`src/design/vwsp_map.vh`:
```
// Command codes, width codes and reset values of the variable-width slave port.
`ifndef VWSP_MAP_VH
`define VWSP_MAP_VH

`define VWSP_CMD_WRITE 4'h0
`define VWSP_CMD_READ 4'h1
`define VWSP_CMD_MDM_RD 4'h2
`define VWSP_CMD_MDM_WR 4'h3
`define VWSP_CMD_FLUSH 4'h4
`define VWSP_CMD_NV_ADDR 4'h5
`define VWSP_CMD_NV_WR 4'h6
`define VWSP_CMD_NV_RD 4'h7
`define VWSP_CMD_USB_ST 4'h8
`define VWSP_CMD_LAST 4'h8

`define VWSP_WID_1 2'h0
`define VWSP_WID_2 2'h1
`define VWSP_WID_4 2'h2
`define VWSP_WID_8 2'h3

`define VWSP_CB_CMD3 0
`define VWSP_CB_W2 1
`define VWSP_CB_W4_LO 2
`define VWSP_CB_CMD2 3
`define VWSP_CB_W8_LO 4
`define VWSP_CB_CMD1 5
`define VWSP_CB_CMD0 6

`define VWSP_ACK 1'h0
`define VWSP_NAK 1'h1
`define VWSP_FIFO_DEPTH 4
`define VWSP_MDM_RST 4'h0
`define VWSP_NV_ADDR_RST 8'h00

`endif

```
`src/design/vwsp_slave.v`:
```
// Variable-width serial slave port with its write-data FIFO.
`timescale 1ns/1ps
`default_nettype none
`include "vwsp_map.vh"

module vwsp_fifo #(
    parameter WIDTH = 8,
    parameter DEPTH = `VWSP_FIFO_DEPTH,
    parameter AW = 2
) (
    input wire clk,
    input wire rst_n,
    input wire in_valid,
    output wire in_ready,
    input wire [WIDTH-1:0] in_data,
    output wire out_valid,
    input wire out_ready,
    output wire [WIDTH-1:0] out_data
);
    reg [WIDTH-1:0] mem [0:DEPTH-1];
    reg [AW-1:0] wp_ff, rp_ff;
    reg [AW:0] cnt_ff;
    wire push, pop;

    assign in_ready = (cnt_ff != DEPTH[AW:0]);
    assign out_valid = (cnt_ff != {(AW+1){1'b0}});
    assign out_data = mem[rp_ff];
    assign push = in_valid & in_ready;
    assign pop = out_valid & out_ready;

    always @(posedge clk) begin
        if (push) begin
            mem[wp_ff] <= in_data;
        end
    end

    // Pointers wrap by index so a depth that is not a power of two still works.
    always @(posedge clk or negedge rst_n) begin
        if (!rst_n) begin
            wp_ff <= {AW{1'b0}};
            rp_ff <= {AW{1'b0}};
            cnt_ff <= {(AW+1){1'b0}};
        end else begin
            if (push) begin
                wp_ff <= (wp_ff == DEPTH[AW-1:0] - 1'b1) ? {AW{1'b0}} : wp_ff + 1'b1;
            end
            if (pop) begin
                rp_ff <= (rp_ff == DEPTH[AW-1:0] - 1'b1) ? {AW{1'b0}} : rp_ff + 1'b1;
            end
            if (push && !pop) begin
                cnt_ff <= cnt_ff + 1'b1;
            end else if (pop && !push) begin
                cnt_ff <= cnt_ff - 1'b1;
            end
        end
    end
endmodule // vwsp_fifo

module vwsp_slave #(
    parameter FIFO_DEPTH = `VWSP_FIFO_DEPTH,
    parameter FIFO_AW = 2
) (
    input wire core_clk,
    input wire rst_n,
    input wire sclk,
    input wire ss_n,
    input wire [7:0] data_in,
    output wire [7:0] data_out,
    output wire [7:0] data_oe,
    output wire miso_out,
    output wire miso_oe,
    input wire cfg_cpol,
    input wire cfg_lsb_first,
    input wire cfg_status_en,
    input wire rd_valid,
    input wire [7:0] rd_data,
    output wire rd_ready,
    output wire wr_valid,
    output wire [7:0] wr_data,
    input wire wr_ready,
    input wire modem_rts,
    input wire modem_dtr,
    output wire [3:0] modem_status,
    output wire flush_req,
    output wire [7:0] nv_addr,
    output wire [7:0] nv_wr_data,
    output wire nv_wr_strobe,
    input wire [7:0] nv_rd_data,
    input wire [1:0] usb_state
);
    localparam PH_CMD = 1'b0, PH_DATA = 1'b1;
    // Shift amount of beat idx inside a byte for the given width and bit order.
    function [3:0] beat_shift;
        input [2:0] idx;
        input [1:0] ws;
        input lsb;
        reg [7:0] w;
        reg [7:0] lo;
        begin
            w = 8'h01 << ws;
            lo = w * {5'h00, idx};
            beat_shift = lsb ? lo[3:0] : 4'h8 - lo[3:0] - w[3:0];
        end
    endfunction

    function [7:0] width_mask;
        input [1:0] ws;
        reg [8:0] m;
        begin
            m = (9'h001 << (9'h001 << ws)) - 9'h001;
            width_mask = m[7:0];
        end
    endfunction

    // Two flip-flops on every pin input; the third clock stage only finds edges.
    reg [1:0] sclk_sy_ff, ss_sy_ff;
    reg sclk_d_ff, ss_d_ff;
    reg [7:0] din_s1_ff, din_s2_ff;
    reg ph_ff, odd_ff, ack_ff, drv_ff, miso_ff, miso_oe_ff;
    reg flush_ff, nv_stb_ff, push_ff;
    reg [1:0] ws_ff;
    reg [2:0] beat_ff;
    reg [3:0] cmd_ff, mdm_ff;
    reg [7:0] byte_ff, rx_ff, dout_ff, doe_ff;
    reg [7:0] nv_addr_ff, nv_data_ff, push_data_ff;
    wire ss_act, sclk_edge, edge_drive, edge_sample, first_ok;
    wire is_rd_cmd, tx_avail, last_beat, fifo_in_ready;
    wire [1:0] cmd_ws;
    wire [3:0] cmd_code;
    wire [7:0] cb, tx_src, tx_byte, beat_val, rx_next;
    always @(posedge core_clk or negedge rst_n) begin
        if (!rst_n) begin
            sclk_sy_ff <= 2'h0;
            sclk_d_ff <= 1'b0;
            ss_sy_ff <= 2'h3;
            ss_d_ff <= 1'b1;
            din_s1_ff <= 8'hff;
            din_s2_ff <= 8'hff;
        end else begin
            sclk_sy_ff <= {sclk_sy_ff[0], sclk};
            sclk_d_ff <= sclk_sy_ff[1];
            ss_sy_ff <= {ss_sy_ff[0], ss_n};
            ss_d_ff <= ss_sy_ff[1];
            din_s1_ff <= data_in;
            din_s2_ff <= din_s1_ff;
        end
    end

    assign ss_act = ~ss_sy_ff[1];
    // Both clock directions count; the first edge after select must leave the
    // idle level, so a clock parked at the wrong polarity is not miscounted.
    assign first_ok = (ph_ff == PH_DATA) | odd_ff | (sclk_d_ff == cfg_cpol);
    assign sclk_edge = ss_act & ~ss_d_ff & first_ok & (sclk_sy_ff[1] ^ sclk_d_ff);
    assign edge_drive = sclk_edge & ~odd_ff;
    assign edge_sample = sclk_edge & odd_ff;
    // Command beat fields: width from lines 7 to 1, where a low code line 6, 5 or 3 also widens it; code from lines 6, 5, 3 and 0.
    assign cb = din_s2_ff;
    assign cmd_ws = (~&cb[7:4]) ? `VWSP_WID_8 :
                    (~&cb[3:2]) ? `VWSP_WID_4 :
                    (~cb[`VWSP_CB_W2]) ? `VWSP_WID_2 : `VWSP_WID_1;
    assign cmd_code = {cb[`VWSP_CB_CMD3], cb[`VWSP_CB_CMD2],
                       cb[`VWSP_CB_CMD1], cb[`VWSP_CB_CMD0]};

    assign is_rd_cmd = (cmd_ff == `VWSP_CMD_READ) || (cmd_ff == `VWSP_CMD_MDM_RD) ||
                       (cmd_ff == `VWSP_CMD_NV_RD) || (cmd_ff == `VWSP_CMD_USB_ST);

    reg nxt_avail;
    reg [7:0] nxt_src;
    always @* begin
        nxt_avail = 1'b1;
        nxt_src = 8'hff;
        case (cmd_ff)
            `VWSP_CMD_WRITE: begin
                nxt_avail = fifo_in_ready;
            end
            `VWSP_CMD_READ: begin
                nxt_avail = rd_valid;
                nxt_src = rd_data;
            end
            `VWSP_CMD_MDM_RD: begin
                nxt_src = {6'h00, modem_dtr, modem_rts};
            end
            `VWSP_CMD_NV_RD: begin
                nxt_src = nv_rd_data;
            end
            `VWSP_CMD_USB_ST: begin
                nxt_src = {6'h00, usb_state};
            end
            `VWSP_CMD_MDM_WR, `VWSP_CMD_FLUSH, `VWSP_CMD_NV_ADDR, `VWSP_CMD_NV_WR: begin
                nxt_avail = 1'b1;
            end
            default: begin
                nxt_avail = 1'b0;
            end
        endcase
    end
    assign tx_avail = nxt_avail;
    assign tx_src = nxt_src;

    // A new byte starts on the drive edge of beat zero; later beats reuse it.
    assign tx_byte = (beat_ff == 3'h0) ? tx_src : byte_ff;
    assign beat_val = (tx_byte >> beat_shift(beat_ff, ws_ff, cfg_lsb_first))
                      & width_mask(ws_ff);
    assign last_beat = (beat_ff == (3'h7 >> ws_ff));
    assign rx_next = ((beat_ff == 3'h0) ? 8'h00 : rx_ff) |
                     ((din_s2_ff & width_mask(ws_ff))
                      << beat_shift(beat_ff, ws_ff, cfg_lsb_first));

    // The byte counts as moved on its last sample edge, so a master that
    // quits mid-byte leaves buffers and memory as they were.
    assign rd_ready = ss_act & (ph_ff == PH_DATA) & edge_sample & last_beat &
                      (cmd_ff == `VWSP_CMD_READ) & (ack_ff == `VWSP_ACK);

    always @(posedge core_clk or negedge rst_n) begin
        if (!rst_n) begin
            ph_ff <= PH_CMD;
            odd_ff <= 1'b0;
            ws_ff <= `VWSP_WID_1;
            cmd_ff <= 4'hf;
            beat_ff <= 3'h0;
            byte_ff <= 8'h00;
            rx_ff <= 8'h00;
            ack_ff <= `VWSP_NAK;
            drv_ff <= 1'b0;
            mdm_ff <= `VWSP_MDM_RST;
            flush_ff <= 1'b0;
            nv_addr_ff <= `VWSP_NV_ADDR_RST;
            nv_data_ff <= 8'h00;
            nv_stb_ff <= 1'b0;
            push_ff <= 1'b0;
            push_data_ff <= 8'h00;
        end else begin
            flush_ff <= 1'b0;
            nv_stb_ff <= 1'b0;
            push_ff <= 1'b0;
            if (!ss_act) begin
                ph_ff <= PH_CMD;
                odd_ff <= 1'b0;
                beat_ff <= 3'h0;
                drv_ff <= 1'b0;
            end else if (sclk_edge) begin
                odd_ff <= ~odd_ff;
                if (ph_ff == PH_CMD) begin
                    if (edge_sample) begin
                        ph_ff <= PH_DATA;
                        ws_ff <= cmd_ws;
                        cmd_ff <= cmd_code;
                        beat_ff <= 3'h0;
                        flush_ff <= (cmd_code == `VWSP_CMD_FLUSH);
                    end
                end else if (edge_drive) begin
                    drv_ff <= is_rd_cmd;
                    if (beat_ff == 3'h0) begin
                        byte_ff <= tx_src;
                        ack_ff <= tx_avail ? `VWSP_ACK : `VWSP_NAK;
                    end
                end else begin
                    rx_ff <= rx_next;
                    beat_ff <= last_beat ? 3'h0 : beat_ff + 3'h1;
                    if (last_beat && ack_ff == `VWSP_ACK) begin
                        case (cmd_ff)
                            `VWSP_CMD_WRITE: begin
                                push_ff <= 1'b1;
                                push_data_ff <= rx_next;
                            end
                            `VWSP_CMD_MDM_WR: begin
                                mdm_ff <= rx_next[3:0];
                            end
                            `VWSP_CMD_NV_ADDR: begin
                                nv_addr_ff <= rx_next;
                            end
                            `VWSP_CMD_NV_WR: begin
                                nv_data_ff <= rx_next;
                                nv_stb_ff <= 1'b1;
                            end
                            default: begin
                                mdm_ff <= mdm_ff;
                            end
                        endcase
                    end
                end
            end
        end
    end

    // Pin drivers are registered; idle status is withdrawn as soon as select
    // is seen, and data only returns at the first drive edge after the
    // turnaround.
    always @(posedge core_clk or negedge rst_n) begin
        if (!rst_n) begin
            dout_ff <= 8'h00;
            doe_ff <= 8'h00;
            miso_ff <= 1'b0;
            miso_oe_ff <= 1'b0;
        end else if (!ss_act) begin
            dout_ff <= {7'h00, fifo_in_ready};
            doe_ff <= {7'h00, cfg_status_en};
            miso_ff <= rd_valid;
            miso_oe_ff <= cfg_status_en;
        end else if (ss_act && !ss_d_ff && ss_sy_ff[1] == 1'b0 && ph_ff == PH_CMD) begin
            doe_ff <= 8'h00;
            miso_oe_ff <= 1'b1;
            miso_ff <= `VWSP_ACK;
        end else if (edge_drive && ph_ff == PH_DATA) begin
            dout_ff <= beat_val;
            doe_ff <= is_rd_cmd ? width_mask(ws_ff) : 8'h00;
            if (beat_ff == 3'h0) begin
                miso_ff <= tx_avail ? `VWSP_ACK : `VWSP_NAK;
            end
        end else if (ss_act && ss_d_ff) begin
            doe_ff <= 8'h00;
            miso_oe_ff <= 1'b1;
        end
    end

    vwsp_fifo #(
        .WIDTH(8),
        .DEPTH(FIFO_DEPTH),
        .AW(FIFO_AW)
    ) u_wr_fifo (
        .clk(core_clk),
        .rst_n(rst_n),
        .in_valid(push_ff),
        .in_ready(fifo_in_ready),
        .in_data(push_data_ff),
        .out_valid(wr_valid),
        .out_ready(wr_ready),
        .out_data(wr_data)
    );

    assign data_out = dout_ff;
    assign data_oe = drv_ff | ~ss_act ? doe_ff : 8'h00;
    assign miso_out = miso_ff;
    assign miso_oe = miso_oe_ff;
    assign modem_status = mdm_ff;
    assign flush_req = flush_ff;
    assign nv_addr = nv_addr_ff;
    assign nv_wr_data = nv_data_ff;
    assign nv_wr_strobe = nv_stb_ff;
endmodule // vwsp_slave

`default_nettype wire

```
`config.mk`:
```
export PLATFORM = sky130hd
export DESIGN_NAME = vwsp_slave
export DESIGN_NICKNAME = d
export VERILOG_FILES = /design/src/design/vwsp_slave.v
export VERILOG_INCLUDE_DIRS = /design/src /design/src/design
export SDC_FILE = /design/constraint.sdc
export NUM_CORES = 1
export LEC_CHECK = 0
export BUFFER_PORTS_ARGS = -buffer_cell sky130_fd_sc_hd__clkbuf_2
export CORE_ASPECT_RATIO = 1.25
export CORE_MARGIN = 5
export CORE_UTILIZATION = 45
export DETAILED_ROUTE_END_ITERATION = 8
export HOLD_SLACK_MARGIN = 0.08
export PLACE_DENSITY = 0.63
export SYNTH_ARGS = -nofsm -noshare
export SYNTH_HDL_FRONTEND = slang
export SYNTH_SLANG_ARGS = --single-unit
```
`constraint.sdc`:
```
create_clock -name core_clk -period 5.7 [get_ports core_clk]
set_clock_uncertainty 0.15 [all_clocks]
set_input_delay 1.14 -clock core_clk [delete_from_list [all_inputs] [get_ports core_clk]]
set_output_delay 1.14 -clock core_clk [all_outputs]
set_load 0.005 [all_outputs]
```
### After elaboration in Yosys (flattened, before gate mapping)

Memory sizes are Yosys's and may differ from the RTL's.
Cells that the tools add are included.

| cells by class | value |
|---|---|
| reductions and logical operators | 43 |
| shift operators | 6 |
| equal/unequal tests | 17 |
| bitwise gates (word level) | 25 |
| multiply operators | 1 |
| add/subtract/negate cells | 8 |
| muxes and demuxes | 64 |

Operators with widths:

| kind | count |
|---|---|
| $mux W8 | 11 |
| $mux W1 | 38 |
| $pmux W8 S4 | 1 |
| $mux W3 | 8 |
| $reduce_and A6 Y1 | 4 |
| $eq A4 B3 Y1 const B | 5 |
| $and A8 B8 Y8 | 2 |
| $reduce_and A4 Y1 | 4 |
| $reduce_bool A3 Y1 | 5 |
| $and A1 B1 Y1 | 12 |
| $reduce_bool A2 Y1 | 5 |
| $ne A3 B3 Y1 const B | 3 |
| $shl A1 B2 Y9 const A | 1 |
| $shl A1 B9 Y8 const A | 1 |
| $eq A4 B2 Y1 const B | 2 |
| $logic_and A1 B1 Y1 | 8 |
| $mul A8 B3 Y4 | 1 |
| $mux W2 | 4 |
| $or A8 B8 Y8 | 1 |
| $reduce_and A2 Y1 | 4 |
| $shl A1 B2 Y8 const A | 1 |
| $shl A8 B4 Y8 | 1 |
| $shr A8 B4 Y8 | 1 |
| $sub A8 B1 Y8 const B | 1 |
| other kinds (25) | 40 |

| storage, ports and cells | value |
|---|---|
| output and inout bits | 50 |
| input port bits | 37 |
| logic and storage cells | 194 |
| memory bits (writable) | 32 |
| register bits | 107 |
| memories kept | 1 |

Memories:

| name | words | bits a word | read ports | clocked after Yosys merged registers in | wr ports | line | RTL |
|---|---|---|---|---|---|---|---|
| u_wr_fifo.mem | 4 | 8 | 1 | 0 | 1 | vwsp_slave.v:20 | `reg [WIDTH-1:0] mem [0:DEPTH-1];` |

### Depth between registers and ports, before layout

Gate-level depths: netlist (run 1).

| depth | value |
|---|---|
| depth in word-level cells | 10 |
| mapped depth | 17 |
| gate-level depth less buffers | 16 |

### Modules after synthesis

A second synthesis (run 1) with hierarchy kept.

| second synthesis, totals | value |
|---|---|
| cell total of the unflattened synthesis | 551 |
| area total of the unflattened synthesis | 6,628.9 µm² |

Modules (own cells, without submodules):

| module | seq. area each (µm²) | instances | cells each | area each (µm²) |
|---|---|---|---|---|
| vwsp_slave | 2,482.4 | 1 | 473 | 5,034.8 |
| vwsp_fifo | 1,136.1 | 1 | 78 | 1,594.0 |

### Least setup slack after synthesis (run 1)

Ideal clock, no wire load.

| timing path | value |
|---|---|
| path type | reg2reg |
| start | register ws_ff[1] |
| end | register push_data_ff[4] |
| library setup time | 0.125 ns |
| clock period less this slack | 4.401 ns |
| data arrival time | 4.127 ns |
| cell stages (with the launch flop) | 18 |
| setup slack | 1.299 ns |
| path through | dfrtp_1 > buf_2 > nor2_1 > ha_1 > inv_1 > fa_1 > inv_1 > ha_1 > inv_1 > ha_1 > inv_1 > fa_1 > xnor2_1 > xnor2_1 > nor2_1 > xnor2_1 > o21ai_0 > mux2_2 |

| on the way | value |
|---|---|
| cells in the longest elaborated chain, start to end | 7 |
| elaborated cells on any way between the ends | 15 |
| those cells by class | add/sub (3); mul (1); eq/ne (1); shift (5); mux (1); bitwise (2); reduce/logical (2) |

Ends and longest elaborated chain:

| item | line | RTL |
|---|---|---|
| from (decl) | vwsp_slave.v:121 | `reg [1:0] ws_ff;` |
| from (signal assigned) | vwsp_slave.v:218 | `` ws_ff <= `VWSP_WID_1; `` |
| from (signal assigned) | vwsp_slave.v:246 | `ws_ff <= cmd_ws;` |
| $shl A1 B2 Y8 | vwsp_slave.v:100 | `w = 8'h01 << ws;` |
| $mul A8 B3 Y4 | vwsp_slave.v:101 | `lo = w * {5'h00, idx};` |
| $sub A4 B4 Y4 (2 in a row) | vwsp_slave.v:102 | `beat_shift = lsb ? lo[3:0] : 4'h8 - lo[3:0] - w[3:0];` |
| $mux W4 | vwsp_slave.v:102 |  |
| $shl A8 B4 Y8 | vwsp_slave.v:206 | `((din_s2_ff & width_mask(ws_ff))` |
| $or A8 B8 Y8 | vwsp_slave.v:205 | `assign rx_next = ((beat_ff == 3'h0) ? 8'h00 : rx_ff) \|` |
| to (signal assigned) | vwsp_slave.v:264 | `push_data_ff <= rx_next;` |
| to (decl) | vwsp_slave.v:125 | `reg [7:0] nv_addr_ff, nv_data_ff, push_data_ff;` |

Parallel ways exist; a longest one is shown, timed or not.
A chain may end at the register's enable or synchronous reset.

### Worst setup path after layout (run 1)

| timing path | value |
|---|---|
| start | register ws_ff[1] |
| end | register nv_data_ff[0] (netlist: nv_wr_data[0]) |

| on the way | value |
|---|---|
| cells in the longest elaborated chain, start to end | 7 |
| elaborated cells on any way between the ends | 15 |
| those cells by class | add/sub (3); mul (1); eq/ne (1); shift (5); mux (1); bitwise (2); reduce/logical (2) |

Ends and longest elaborated chain:

| item | line | RTL |
|---|---|---|
| $shl A1 B2 Y8 | vwsp_slave.v:100 |  |
| $mul A8 B3 Y4 | vwsp_slave.v:101 |  |
| $sub A4 B4 Y4 (2 in a row) | vwsp_slave.v:102 |  |
| $mux W4 | vwsp_slave.v:102 |  |
| $shl A8 B4 Y8 | vwsp_slave.v:206 |  |
| $or A8 B8 Y8 | vwsp_slave.v:205 |  |
| to (signal assigned) | vwsp_slave.v:273 | `nv_data_ff <= rx_next;` |
| to (decl) | vwsp_slave.v:125 |  |

Parallel ways exist; a longest one is shown, timed or not.

==> impl_results.md, run 1 <==
* Synth warn at 0
* Req. time, crit path at about 5.9 ns
* Crit start category: flip-flop
* Most numerous cell in the Yosys netlist: dfrtp_1
* Number of routed nets with antenna violations at 0
* Adder-Cell Fraction of Synth Area at 0.03726
* I/O Pins at 87
* RR Startpoint: ws_ff[1]$_DFFE_PN0P_
* Switch Pwr at 958.2 uW
* Switching part of the total at 0.3192
* Routability congestion estimate at between 0.8 and 0.9
* Hold Crit Class: reg -> reg
* Worst vdd ir at about 200 uV
* Slew @ Worst Pin at roughly 1.1 ns
* First-pass GRT wire length at about 27 mm
* Post-synth top area share at 0.3049
* Power density cells at 384.1 mW/mm2
* Maximum number of pins on one net before global-route repair at around 60
* Sequential share of the synthesized area at 0.5442
* Critical Path Sink Type: flip-flop
* Pre-CTS WS at 0.7896 ns
* # rows at 49
* # setup viols final at 0
* Final Instance Area at between 0.007 and 0.008 mm2
* Vias/cell at approximately 5.7
* Most common library cells after synthesis: dfrtp_1, nand2_1, mux2_2, nor2_1, edfxtp_1
* Port bufs at 86
* Logic pwr share at 0.224
* Syn nets at approximately 630
* CTS tree: done
* Clock sink count at 137
* Worst EP arrival at just over 5 ns
* Area post-placement at 0.007202 mm2
* Total die area at between 0.015 and 0.02 mm2
* Maxcap violations at 0
* Distinct cells, synth at 70
* GRT Util Overall at 0.1922
* Cells after Synth at 570
* Tmin final at between 4 and 5 ns
* Num CTS Buffers at 17
* WHS Endpoint: cb[0]$_DFF_PN1_
* CTS resizes at 0
* Power Total at 3.002 mW
* CTS Buffer Depth at 2
* Number of setup buffers added after CTS at 0
* Number of global-route vias before repair at between 5000 and 6000
* Hpwl dp at roughly 12 mm
* Die height at about 150 um
* Clock root buffer: clkbuf_16
* Synth area leaders: dfrtp_1, edfxtp_1, dfstp_2
* Util after Layout at 0.5401
* Fin nets at 705
* Largest family of logic cells by synthesized area: simple AND/OR/NAND/NOR gates
* Final cycle utilization of the critical path at 0.8658
* Area grow syn2layout at 17.54%
* Cell Chain, Critical Path: nor2_1, ha_1, inv_1, fa_1, inv_1, ha_1, inv_1, ha_1, inv_1, fa_1, xnor2_1, xnor2_1, nor2_1, xnor2_1, buf_4, o41ai_1, mux2_2
* CTS Hold Bufs at 0
* Critical path depth at 17
* Status: finished clean
* Synth area leader: dfrtp_1
* Share of cells above drive strength 1 at 0.3077
* Die W at 118.7 um
* H-tree levels at 4
* Initial antenna violation count at 0
* DR DRC count at 0
* WL per Instance at 18.93 um
* Hold Vio Cnt, Final at 0
* Grt total ovfl at 0
* Synth Area in Compound Gates at 0.1195
* Post-Synth Simple-Gate Area at 0.1432
* Reg power frac at 0.396
* RSZ-0062 raised after global routing: no
* Reg2reg setup slack at between 0.7 and 0.8 ns
* Worst path bufs/invs at 5
* Synthesized cell area at between 0.006 and 0.007 mm2
* Antenna diodes at 0
* 1st-iter DRT viols at 300
* Mux contribution to synthesized area at 0.1054
* CP max stage delay at 0.71 ns
* Kind of critical path: reg -> reg
* R2r endpoint: nv_wr_data[0]$_DFFE_PN0P_
* Final WL at between 15 and 20 mm
* Leak Pwr at 3.390 nW
* CP max FO at 15
* Final worst slack at ~0.76 ns
* Clk slew on worst S/H paths at 0.06 ns
* Worst skew pair latency at 0.42 ns
* Routed via count at roughly 4800
* Crit path top cell by count: inv_1
* Clock power frac at 0.381
* DRT Pass-1 Iters at 5
* FF+latch count, synth at between 100 and 150
* Core area at roughly 0.014 mm2
* Hold Path Stages at 0
* Total internal power at 2.043 mW
* Worst reg2reg path depth at 17
* Max frequency at 202.6 MHz
* Post-synth EDFFs at 32
* Mapped Avg Cell Area at roughly 12 um2
* Synth async-reset ratio at 0.7664
* Setup TNS Final at 0 ns
* Starting Density at 0.4595
* Ys flop type: dfrtp_1
* Slew Limit Headroom at 0.2810
* Hold path startpoint: din_s1_ff[0]$_DFF_PN1_
* Final Max Slew Viols at 0
* Largest delay share family, worst path: adder cells
* Synth Area in XOR/XNOR at 0.01976
* Crit-path slowest cell: o41ai_1
## state kept, by name, indices dropped and copies added, names as in the netlist, 3 cells and up
signal and flops:
cb 8, rx_ff 8, u_wr_fifo.mem 32, data_out 8, byte_ff 8, nv_addr 8
u_wr_fifo.cnt_ff 3, nv_wr_data 8, modem_status 4, din_s1_ff 8, beat_ff 3, doe_ff 6
cmd_ff 4, push_data_ff 8
## per-stage QoR
step / std cells / hold WS [ns]
2_1_floorplan: 570 / 0.1812
3_3_place_gp: 809 / 0.1830
3_5_place_dp: 809 / 0.1968
4_1_cts: 841 / 0.2056
5_1_grt: 841 / 0.2072
6_report: 841 / 0.2046
## cells by family (layout without fill, tap and decap cells)
group,after synthesis,after routing
muxes,55,55
adders and majority gates,18,18
xor gates and xnor gates,15,15
and+or+nand+nor,182,182
AOI/OAI and AO/OA,114,114
buffers and inverters,49,142
DFF,137,137
## per-layer routing
layer	wire length [um]	vias to the layer above	share of wire	global-route usage
met4	435	0	0.027	0.07710
met3	858	35	0.054	0.04393
met2	8171	158	0.51	0.3277
li1	-	2259	-	-
met5	0	-	0	0
met1	6458	2346	0.41	0.2358
## how the worst max path moves through the flow
stage                         start                          end  slack [ns]
2_1_floorplan  ws_ff[1]$_DFFE_PN0P_  push_data_ff[4]$_DFFE_PN0P_        1.30
3_3_place_gp   ws_ff[1]$_DFFE_PN0P_         rx_ff[5]$_DFFE_PN0P_        0.99
3_5_place_dp   ws_ff[1]$_DFFE_PN0P_  push_data_ff[0]$_DFFE_PN0P_        0.79
4_1_cts        ws_ff[1]$_DFFE_PN0P_  push_data_ff[0]$_DFFE_PN0P_        0.75
5_1_grt        ws_ff[1]$_DFFE_PN0P_      data_out[7]$_DFFE_PN0P_        0.47
6_report       ws_ff[1]$_DFFE_PN0P_    nv_wr_data[0]$_DFFE_PN0P_        0.76
## layout make-up
cell class,instances,area [um2]
Clock buffer,18,429.2
Clock inverter,14,183.9
Fill cell,1267,6654
Inverter,21,78.83
Multi-Input combinational cell,384,2826
Sequential cell,137,3618
Tap cell,178,222.7
Timing Repair Buffer,89,455.4
## power groups by stage
stage	Combinational, mW	Sequential (mW)	Clock, mW
4_1_cts	0.669	1.19	1.16
5_1_grt	0.743	1.21	1.21
6_report	0.672	1.19	1.14
3_3_place_gp	0.651	1.20	0
2_1_floorplan	0.546	1.12	0
3_5_place_dp	0.665	1.21	0
## worst reg2reg max path: cells and delay by family, from the launching register on
kind,cells,cell delay [ns]
AND/OR/NAND/NOR,2,0.53
XOR/XNOR,3,0.52
adder cells (fa/ha/maj),5,1.81
buffers and inverters,5,0.39
multiplexers,1,0.28
AO/OA/AOI/OAI,1,0.71
flip-flops,1,0.50
## cells in the final DEF, fill, tap and decap left out, types with 7 or more instances in the layout
cell / instances
mux2i_1: 7
xnor2_1: 9
ha_1: 15
mux2_2: 40
nor2b_1: 11
a21oi_1: 16
clkbuf_2: 85
dfstp_2: 24
inv_1: 21
nor3_1: 11
and3_1: 7
mux4_2: 8
nor2_1: 38
nand2b_1: 9
o21ai_0: 28
nand2_1: 56
dfrtp_1: 81
edfxtp_1: 32
o31ai_1: 11
clkbuf_16: 17
Note: power is estimated with default switching activity, not from simulation.
==> run 2: changes to the inputs <==
- CORE_MARGIN: 5 -> 8
==> run 2 against run 1 <==
Effect of this change:
- wire length rose by 2.0%
- fmax barely moved
- highest routed layer unchanged
- power fell by 3.4%
- non-clock buffer count rose by 1
- worst hold slack got worse by 0.0038 ns
- sequential share of layout area rose by 0.28 points
- combinational power rose by 0.7%
- sequential cell count did not move
- sequential power barely moved
- first-iteration DRC count rose by 29%
- critical path depth did not move
- core utilization fell by 0.10 points
==> impl_results.md, run 2 (synthesized netlist as in run 1, its figures left out) <==
* Status: finished clean
* Commonest non-fill, non-tap cells in the layout: clkbuf_2, dfrtp_1, nand2_1
* Leak Pwr at 3.363 nW (-0.81%)
* Port bufs at 86 (unchanged)
* Fin Hold WS at 0.2008 ns (-0.003790 ns)
* Power density cells at 373.4 mW/mm2 (-2.8%)
* Slew @ Worst Pin at 1.063 ns (-0.004449 ns)
* Hold Vio Cnt, Final at 0 (unchanged)
* Die W at 124.7 um (+5.1%)
* Maxcap violations at 0 (unchanged)
* Number of global-route vias before repair at 4909 (-2.0%)
* Slew Limit Headroom at 0.2840 (+0.002997)
* Power Total at 2.900 mW (-3.4%)
* Routability congestion estimate at 0.9073 (+0.99%)
* Fin nets at 706 (+0.14%)
* Total die area at 0.01895 mm2 (+9.4%)
* Starting Density at 0.4615 (+0.001955)
* Cell Chain, Critical Path: nor2_1, ha_1, inv_1, fa_1, inv_1, ha_1, inv_1, ha_1, inv_1, fa_1, xnor2_1, xnor2_1, nor2_1, xnor2_1, buf_4, o41ai_1, mux2_2
* Number of setup buffers added after CTS at 0 (unchanged)
* Worst vdd ir at 244.3 uV (+20%)
* Routing usage on met2 at 0.2909 (-0.03688)
* CTS resizes at 0 (unchanged)
* Die height at 151.9 um (+4.1%)
* Routed via count at 4811 (+0.27%)
* Area grow syn2layout at 16.82%
* Final WL at 16.24 mm (+2.0%)
* 1st-iter DRT viols at 388 (+29%)
* # rows at 49 (unchanged)
* Core area at 0.01441 mm2 (-0.42%)
* Util after Layout at 0.5391 (-0.001002)
* GRT Util Overall at 0.1720 (-0.02020)
* Worst skew pair latency at 0.42 ns (about the same)
* Final Instance Area at 0.007767 mm2 (-0.61%)
* Tmin final at 4.938 ns (+0.003144 ns)
* Num CTS Buffers at 17 (unchanged)
* Clock root buffer: clkbuf_16
* Kind of critical path: reg -> reg
* Final worst slack at 0.7617 ns (-0.003144 ns)
* Req. time, crit path at 5.90 ns (about the same)
* First-pass GRT wire length at 26.05 mm (-2.0%)
* Critical Path Sink Type: flip-flop
* Vias/cell at 5.714 (+0.15%)
* Grt total ovfl at 0 (unchanged)
* Crit-path slowest cell: o41ai_1
* RSZ-0062 raised after global routing: no
* Clock sink count at 137 (unchanged)
* CP max FO at 15 (unchanged)
* Final Max Slew Viols at 0 (unchanged)
* Max frequency at 202.5 MHz (about the same)
* CTS tree: done
* Crit path top cell by count: inv_1
* Setup TNS Final at 0 ns (unchanged)
* Leading cell type in the layout, fill and taps excluded: clkbuf_2
* Clk slew on worst S/H paths at 0.06 ns (about the same)
* Worst EP arrival at 5.14 ns (about the same)
* CTS Hold Bufs at 0 (unchanged)
* I/O Pins at 87 (unchanged)
* # setup viols final at 0 (unchanged)
* Share of cells above drive strength 1 at 0.3102 (+0.002549)
* CP max stage delay at 0.75 ns (+0.04 ns)
* Pre-CTS WS at 0.8171 ns (+0.02745 ns)
* Hpwl dp at 12.13 mm (+2.1%)
* Placed cells at 810 (+0.12%)
* Area post-placement at 0.007209 mm2 (+0.10%)
* H-tree levels at 4 (unchanged)
* Number of routed nets with antenna violations at 0 (unchanged)
* Maximum number of pins on one net before global-route repair at 54 (-11%)
* Antenna diodes at 0 (unchanged)
* Top reg by flops: u_wr_fifo.mem
* GRT Max-Usage Layer: met2
* Met1 global-route usage at 0.1957 (-0.04008)
* DRT Pass-1 Iters at 4 (-1)
* Initial antenna violation count at 0 (unchanged)
* Non-filler instance count after layout at 842 (+0.12%)
* CTS Buffer Depth at 2 (unchanged)
* WL per Instance at 19.29 um (+1.9%)
* Met3 Use GR at 0.05117 (+0.007231)
* Final cycle utilization of the critical path at 0.8664 (about the same)
* Flip-flop count of the largest register after layout at 32 (unchanged)
* DR DRC count at 0 (unchanged)
* Crit start category: flip-flop
* Hold Crit Class: reg -> reg
==> run 2: power breakdown <==
group          total [mW]  internal [mW]  switching (mW)
sequential           1.19           1.07           0.123
clock                1.03          0.573           0.458
combinational       0.677          0.276           0.401
==> run 2: cell type report <==
type	count	area (um2)
clock buffers	17	425.4
inverters	21	78.83
clock inverters	15	132.6
multi-input cells	384	2826
well taps	178	222.7
flip-flops and latches	137	3618
repair buffers	90	462.9
fillers	1242	6640
==> run 2: worst max-delay path, delay by kind of cell, from the launching register on <==
family	cells	cell delay, ns
mux	1	0.28
fa+ha+maj	5	1.77
flops	1	0.51
xor+xnor	3	0.49
simple gates	2	0.52
buf+inv	5	0.38
compound gates	1	0.75
==> run 2: worst paths after layout <==
kind	start	end	slack, ns	depth (start not counted)
worst max-delay path	ws_ff[1]$_DFFE_PN0P_	push_data_ff[0]$_DFFE_PN0P_	0.76	17
worst min-delay path	din_s1_ff[1]$_DFF_PN1_	cb[1]$_DFF_PN1_	0.20	0
worst max register to register	ws_ff[1]$_DFFE_PN0P_	push_data_ff[0]$_DFFE_PN0P_	0.76	17
worst min register to register	din_s1_ff[1]$_DFF_PN1_	cb[1]$_DFF_PN1_	0.20	0
max in group asynchronous	rst_n	rx_ff[4]$_DFFE_PN0P_	3.68	2
min in group asynchronous	rst_n	byte_ff[6]$_DFFE_PN0P_	0.59	1
==> run 2: layer usage <==
metal | share of wire | up-vias | wire [um]
li1 | - | 2263 | -
met1 | 0.41 | 2383 | 6688
met2 | 0.51 | 143 | 8269
met3 | 0.052 | 22 | 844
met4 | 0.027 | 0 | 436
met5 | 0 | - | 0
==> run 3: changes to the inputs <==
- ABC_AREA: unset -> 1
==> run 3 against run 2 <==
Effect of this change:
- first-iteration DRC count down 23%
- synthesized cell count rose by 34%
- final cell count up 25%
- worst hold slack got worse by 0.0013 ns
- setup slack better by 0.60 ns
- via count increased by 12%
- non-clock buffer count fell by 2
- core utilization up 0.36 points
- fmax up 14%
- sequential share of layout area decreased by 0.11 points
- largest cell class unchanged
==> impl_results.md, run 3 <==
* Flip-flop count of the largest register after layout at 32 (unchanged)
* Final Instance Area at 0.007786 mm2 (+0.24%)
* CTS resizes at 0 (unchanged)
* CTS Buffer Depth at 2 (unchanged)
* Critical Path Sink Type: flip-flop
* Placed cells at 1017 (+26%)
* FF+latch count, synth at 137 (unchanged)
* Grt total ovfl at 0 (unchanged)
* Reg power frac at 0.379 (-0.032)
* Hold Vio Cnt, Final at 0 (unchanged)
* Number of global-route vias before repair at 5561 (+13%)
* DR DRC count at 0 (unchanged)
* 1st-iter DRT viols at 299 (-23%)
* DRT Pass-1 Iters at 5 (+1)
* Total die area at 0.01880 mm2 (-0.75%)
* Non-filler instance count after layout at 1049 (+25%)
* Distinct cells, synth at 43 (-39%)
* Crit-path slowest cell: fa_1
* Post-synth EDFFs at 32 (unchanged)
* Most numerous cell in the Yosys netlist: nand2_1
* Hold Crit Class: reg -> reg
* Pre-CTS WS at 1.408 ns (+0.5914 ns)
* Switching part of the total at 0.3596 (+0.02088)
* Die W at 124.3 um (-0.37%)
* Sequential share of the synthesized area at 0.5489 (+0.004648)
* Number of routed nets with antenna violations at 0 (unchanged)
* Max frequency at 230.7 MHz (+14%)
* Starting Density at 0.4595 (-0.001952)
* Status: finished clean
* Req. time, crit path at 5.91 ns (about the same)
* I/O Pins at 87 (unchanged)
* Mapped Avg Cell Area at 8.606 um2 (-26%)
* # setup viols final at 0 (unchanged)
* # rows at 49 (unchanged)
* Ys flop type: dfrtp_1
* Power density cells at 388.1 mW/mm2 (+3.9%)
* CP max stage delay at 0.53 ns (-0.22 ns)
* Synth area leaders: dfrtp_1, nand2_1, edfxtp_1
* H-tree levels at 4 (unchanged)
* Final WL at 16.60 mm (+2.2%)
* Cell Chain, Critical Path: nor2_2, ha_1, inv_1, fa_1, inv_1, ha_1, inv_1, ha_1, inv_1, fa_1, xnor2_1, nor2_1, nor3_1, inv_1, nand2_1, nand2_2, nor2_2, nand2_1, nand2_1, nand2_1, nand2_1
* Synth warn at 0 (unchanged)
* Clock power frac at 0.369 (+0.013)
* Total internal power at 1.935 mW (+0.91%)
* Fin Hold WS at 0.1995 ns (-0.001328 ns)
* Cells after Synth at 766 (+34%)
* Worst vdd ir at 201.6 uV (-17%)
* Logic pwr share at 0.252 (+0.019)
* Leading cell type in the layout, fill and taps excluded: nand2_1
* GRT Util Overall at 0.1794 (+0.007399)
* CP max FO at 8 (-7)
* Antenna diodes at 0 (unchanged)
* First-pass GRT wire length at 27.34 mm (+4.9%)
* Synth area leader: dfrtp_1
* RSZ-0062 raised after global routing: no
* Maxcap violations at 0 (unchanged)
* Top reg by flops: u_wr_fifo.mem
* Final cycle utilization of the critical path at 0.7604 (-0.1060)
* Slew Limit Headroom at 0.1558 (-0.1282)
* Clk slew on worst S/H paths at 0.07 ns (about the same)
* Final worst slack at 1.366 ns (+0.6042 ns)
* Crit start category: flip-flop
* Synthesized cell area at 0.006593 mm2 (-0.85%)
* Hpwl dp at 12.68 mm (+4.6%)
* Reg2reg setup slack at 1.37 ns (+0.60 ns)
* Synth async-reset ratio at 0.7664 (unchanged)
* Vias/cell at 5.133 (-10%)
* Kind of critical path: reg -> reg
* Most common library cells after synthesis: nand2_1, dfrtp_1, nor2_1, inv_1, nand3_1
* Routed via count at 5385 (+12%)
* Tmin final at 4.334 ns (-0.6042 ns)
* Clock root buffer: clkbuf_16
* Initial antenna violation count at 0 (unchanged)
* Switch Pwr at 1.087 mW (+11%)
* Maximum number of pins on one net before global-route repair at 68 (+26%)
* Leak Pwr at 3.856 nW (+15%)
* Die height at 151.3 um (-0.38%)
* Clock sink count at 137 (unchanged)
* Setup TNS Final at 0 ns (unchanged)
* Port bufs at 86 (unchanged)
* Routability congestion estimate at 0.8653 (-4.6%)
* Worst skew pair latency at 0.41 ns (about the same)
* Num CTS Buffers at 17 (unchanged)
* Slew @ Worst Pin at 1.262 ns (+0.1989 ns)
* Commonest non-fill, non-tap cells in the layout: nand2_1, clkbuf_2, dfrtp_1
* CTS tree: done
* Fin nets at 913 (+29%)
* Number of setup buffers added after CTS at 0 (unchanged)
* Area post-placement at 0.007186 mm2 (-0.33%)
* Post-synth top area share at 0.3075 (+0.002604)
* WL per Instance at 15.82 um (-18%)
* CTS Hold Bufs at 0 (unchanged)
* Share of cells above drive strength 1 at 0.2090 (-0.1013)
* Final Max Slew Viols at 0 (unchanged)
* Core area at 0.01435 mm2 (-0.43%)
* Worst EP arrival at 4.54 ns (-0.60 ns)
* Fill count at 1364 (+9.8%)
* Syn nets at 821 (+31%)
* Area grow syn2layout at 18.11%
-- run 3: cell types whose count changed in the layout (fill, tap and decap cells not counted), moves of 9 or more --
cell | previous run | this run
nor2_1 | 38 | 72
o21ai_0 | 28 | 44
o31ai_1 | 11 | 1
nor2b_1 | 11 | 0
mux2_2 | 40 | 1
nand2_1 | 56 | 266
inv_1 | 21 | 66
nand3_1 | 6 | 56
inv_2 | 0 | 9
-- run 3: per-stage QoR --
step	utilization	total power, mW
5_1_grt	0.5427	3.194
3_3_place_gp	0.5009	1.906
4_1_cts	0.5427	3.042
3_5_place_dp	0.5009	1.926
6_report	0.5427	3.022
2_1_floorplan	-	1.674
-- run 3: final timing paths --
path	endpoint	start	depth (start not counted)
setup / recovery	nv_addr[2]$_DFFE_PN0P_	ws_ff[1]$_DFFE_PN0P_	21
hold / removal	sclk_sy_ff[1]$_DFF_PN0_	sclk_sy_ff[0]$_DFF_PN0_	0
setup reg to reg	nv_addr[2]$_DFFE_PN0P_	ws_ff[1]$_DFFE_PN0P_	21
hold reg to reg	sclk_sy_ff[1]$_DFF_PN0_	sclk_sy_ff[0]$_DFF_PN0_	0
max in group asynchronous	cb[0]$_DFF_PN1_	rst_n	2
min in group asynchronous	miso_oe$_DFFE_PN0P_	rst_n	1
-- run 3: critical path, delay by kind of cell, from the launching register on --
family                     cells  cell delay [ns]
and+or+nand+nor               10             1.47
DFF                            1             0.48
buffers and inverters          5             0.25
xor gates and xnor gates       1             0.20
adders and majority gates      5             1.72
-- run 3: power groups by stage --
stage / Combinational, mW / Clock (mW) / Sequential (mW)
2_1_floorplan: 0.552 / 0 / 1.12
3_3_place_gp: 0.747 / 0 / 1.16
3_5_place_dp: 0.763 / 0 / 1.16
4_1_cts: 0.766 / 1.13 / 1.14
5_1_grt: 0.862 / 1.17 / 1.16
6_report: 0.762 / 1.11 / 1.14
-- run 3: area by class of cell --
class,count,area [um2],share of cell area
Sequential cell,137,3618,0.4647
Multi-Input combinational cell,537,2605,0.3346
Timing Repair Buffer,88,447.9,0.05753
Clock buffer,17,425.4,0.05464
Inverter,77,291.5,0.03744
Tap cell,178,222.7,0.02860
Clock inverter,15,175.2,0.02250
-- run 3: per-layer routing --
layer	vias to the layer above	wire length (um)	track usage
met5	-	0	0
met4	0	329	0.06940
met3	26	565	0.03466
met2	121	8931	0.3393
met1	2586	6772	0.1941
li1	2652	-	-
-- run 3: cell families (layout without fill, tap and decap cells) --
logic type	after synthesis	in the layout	synth area share
and+or+nand+nor	430	430	0.2773
DFF	137	137	0.5489
xor gates and xnor gates	6	6	0.007971
AOI/OAI and AO/OA	82	82	0.07060
muxes	1	1	0.001708
adders and majority gates	18	18	0.03758
buffers and inverters	92	197	0.05599
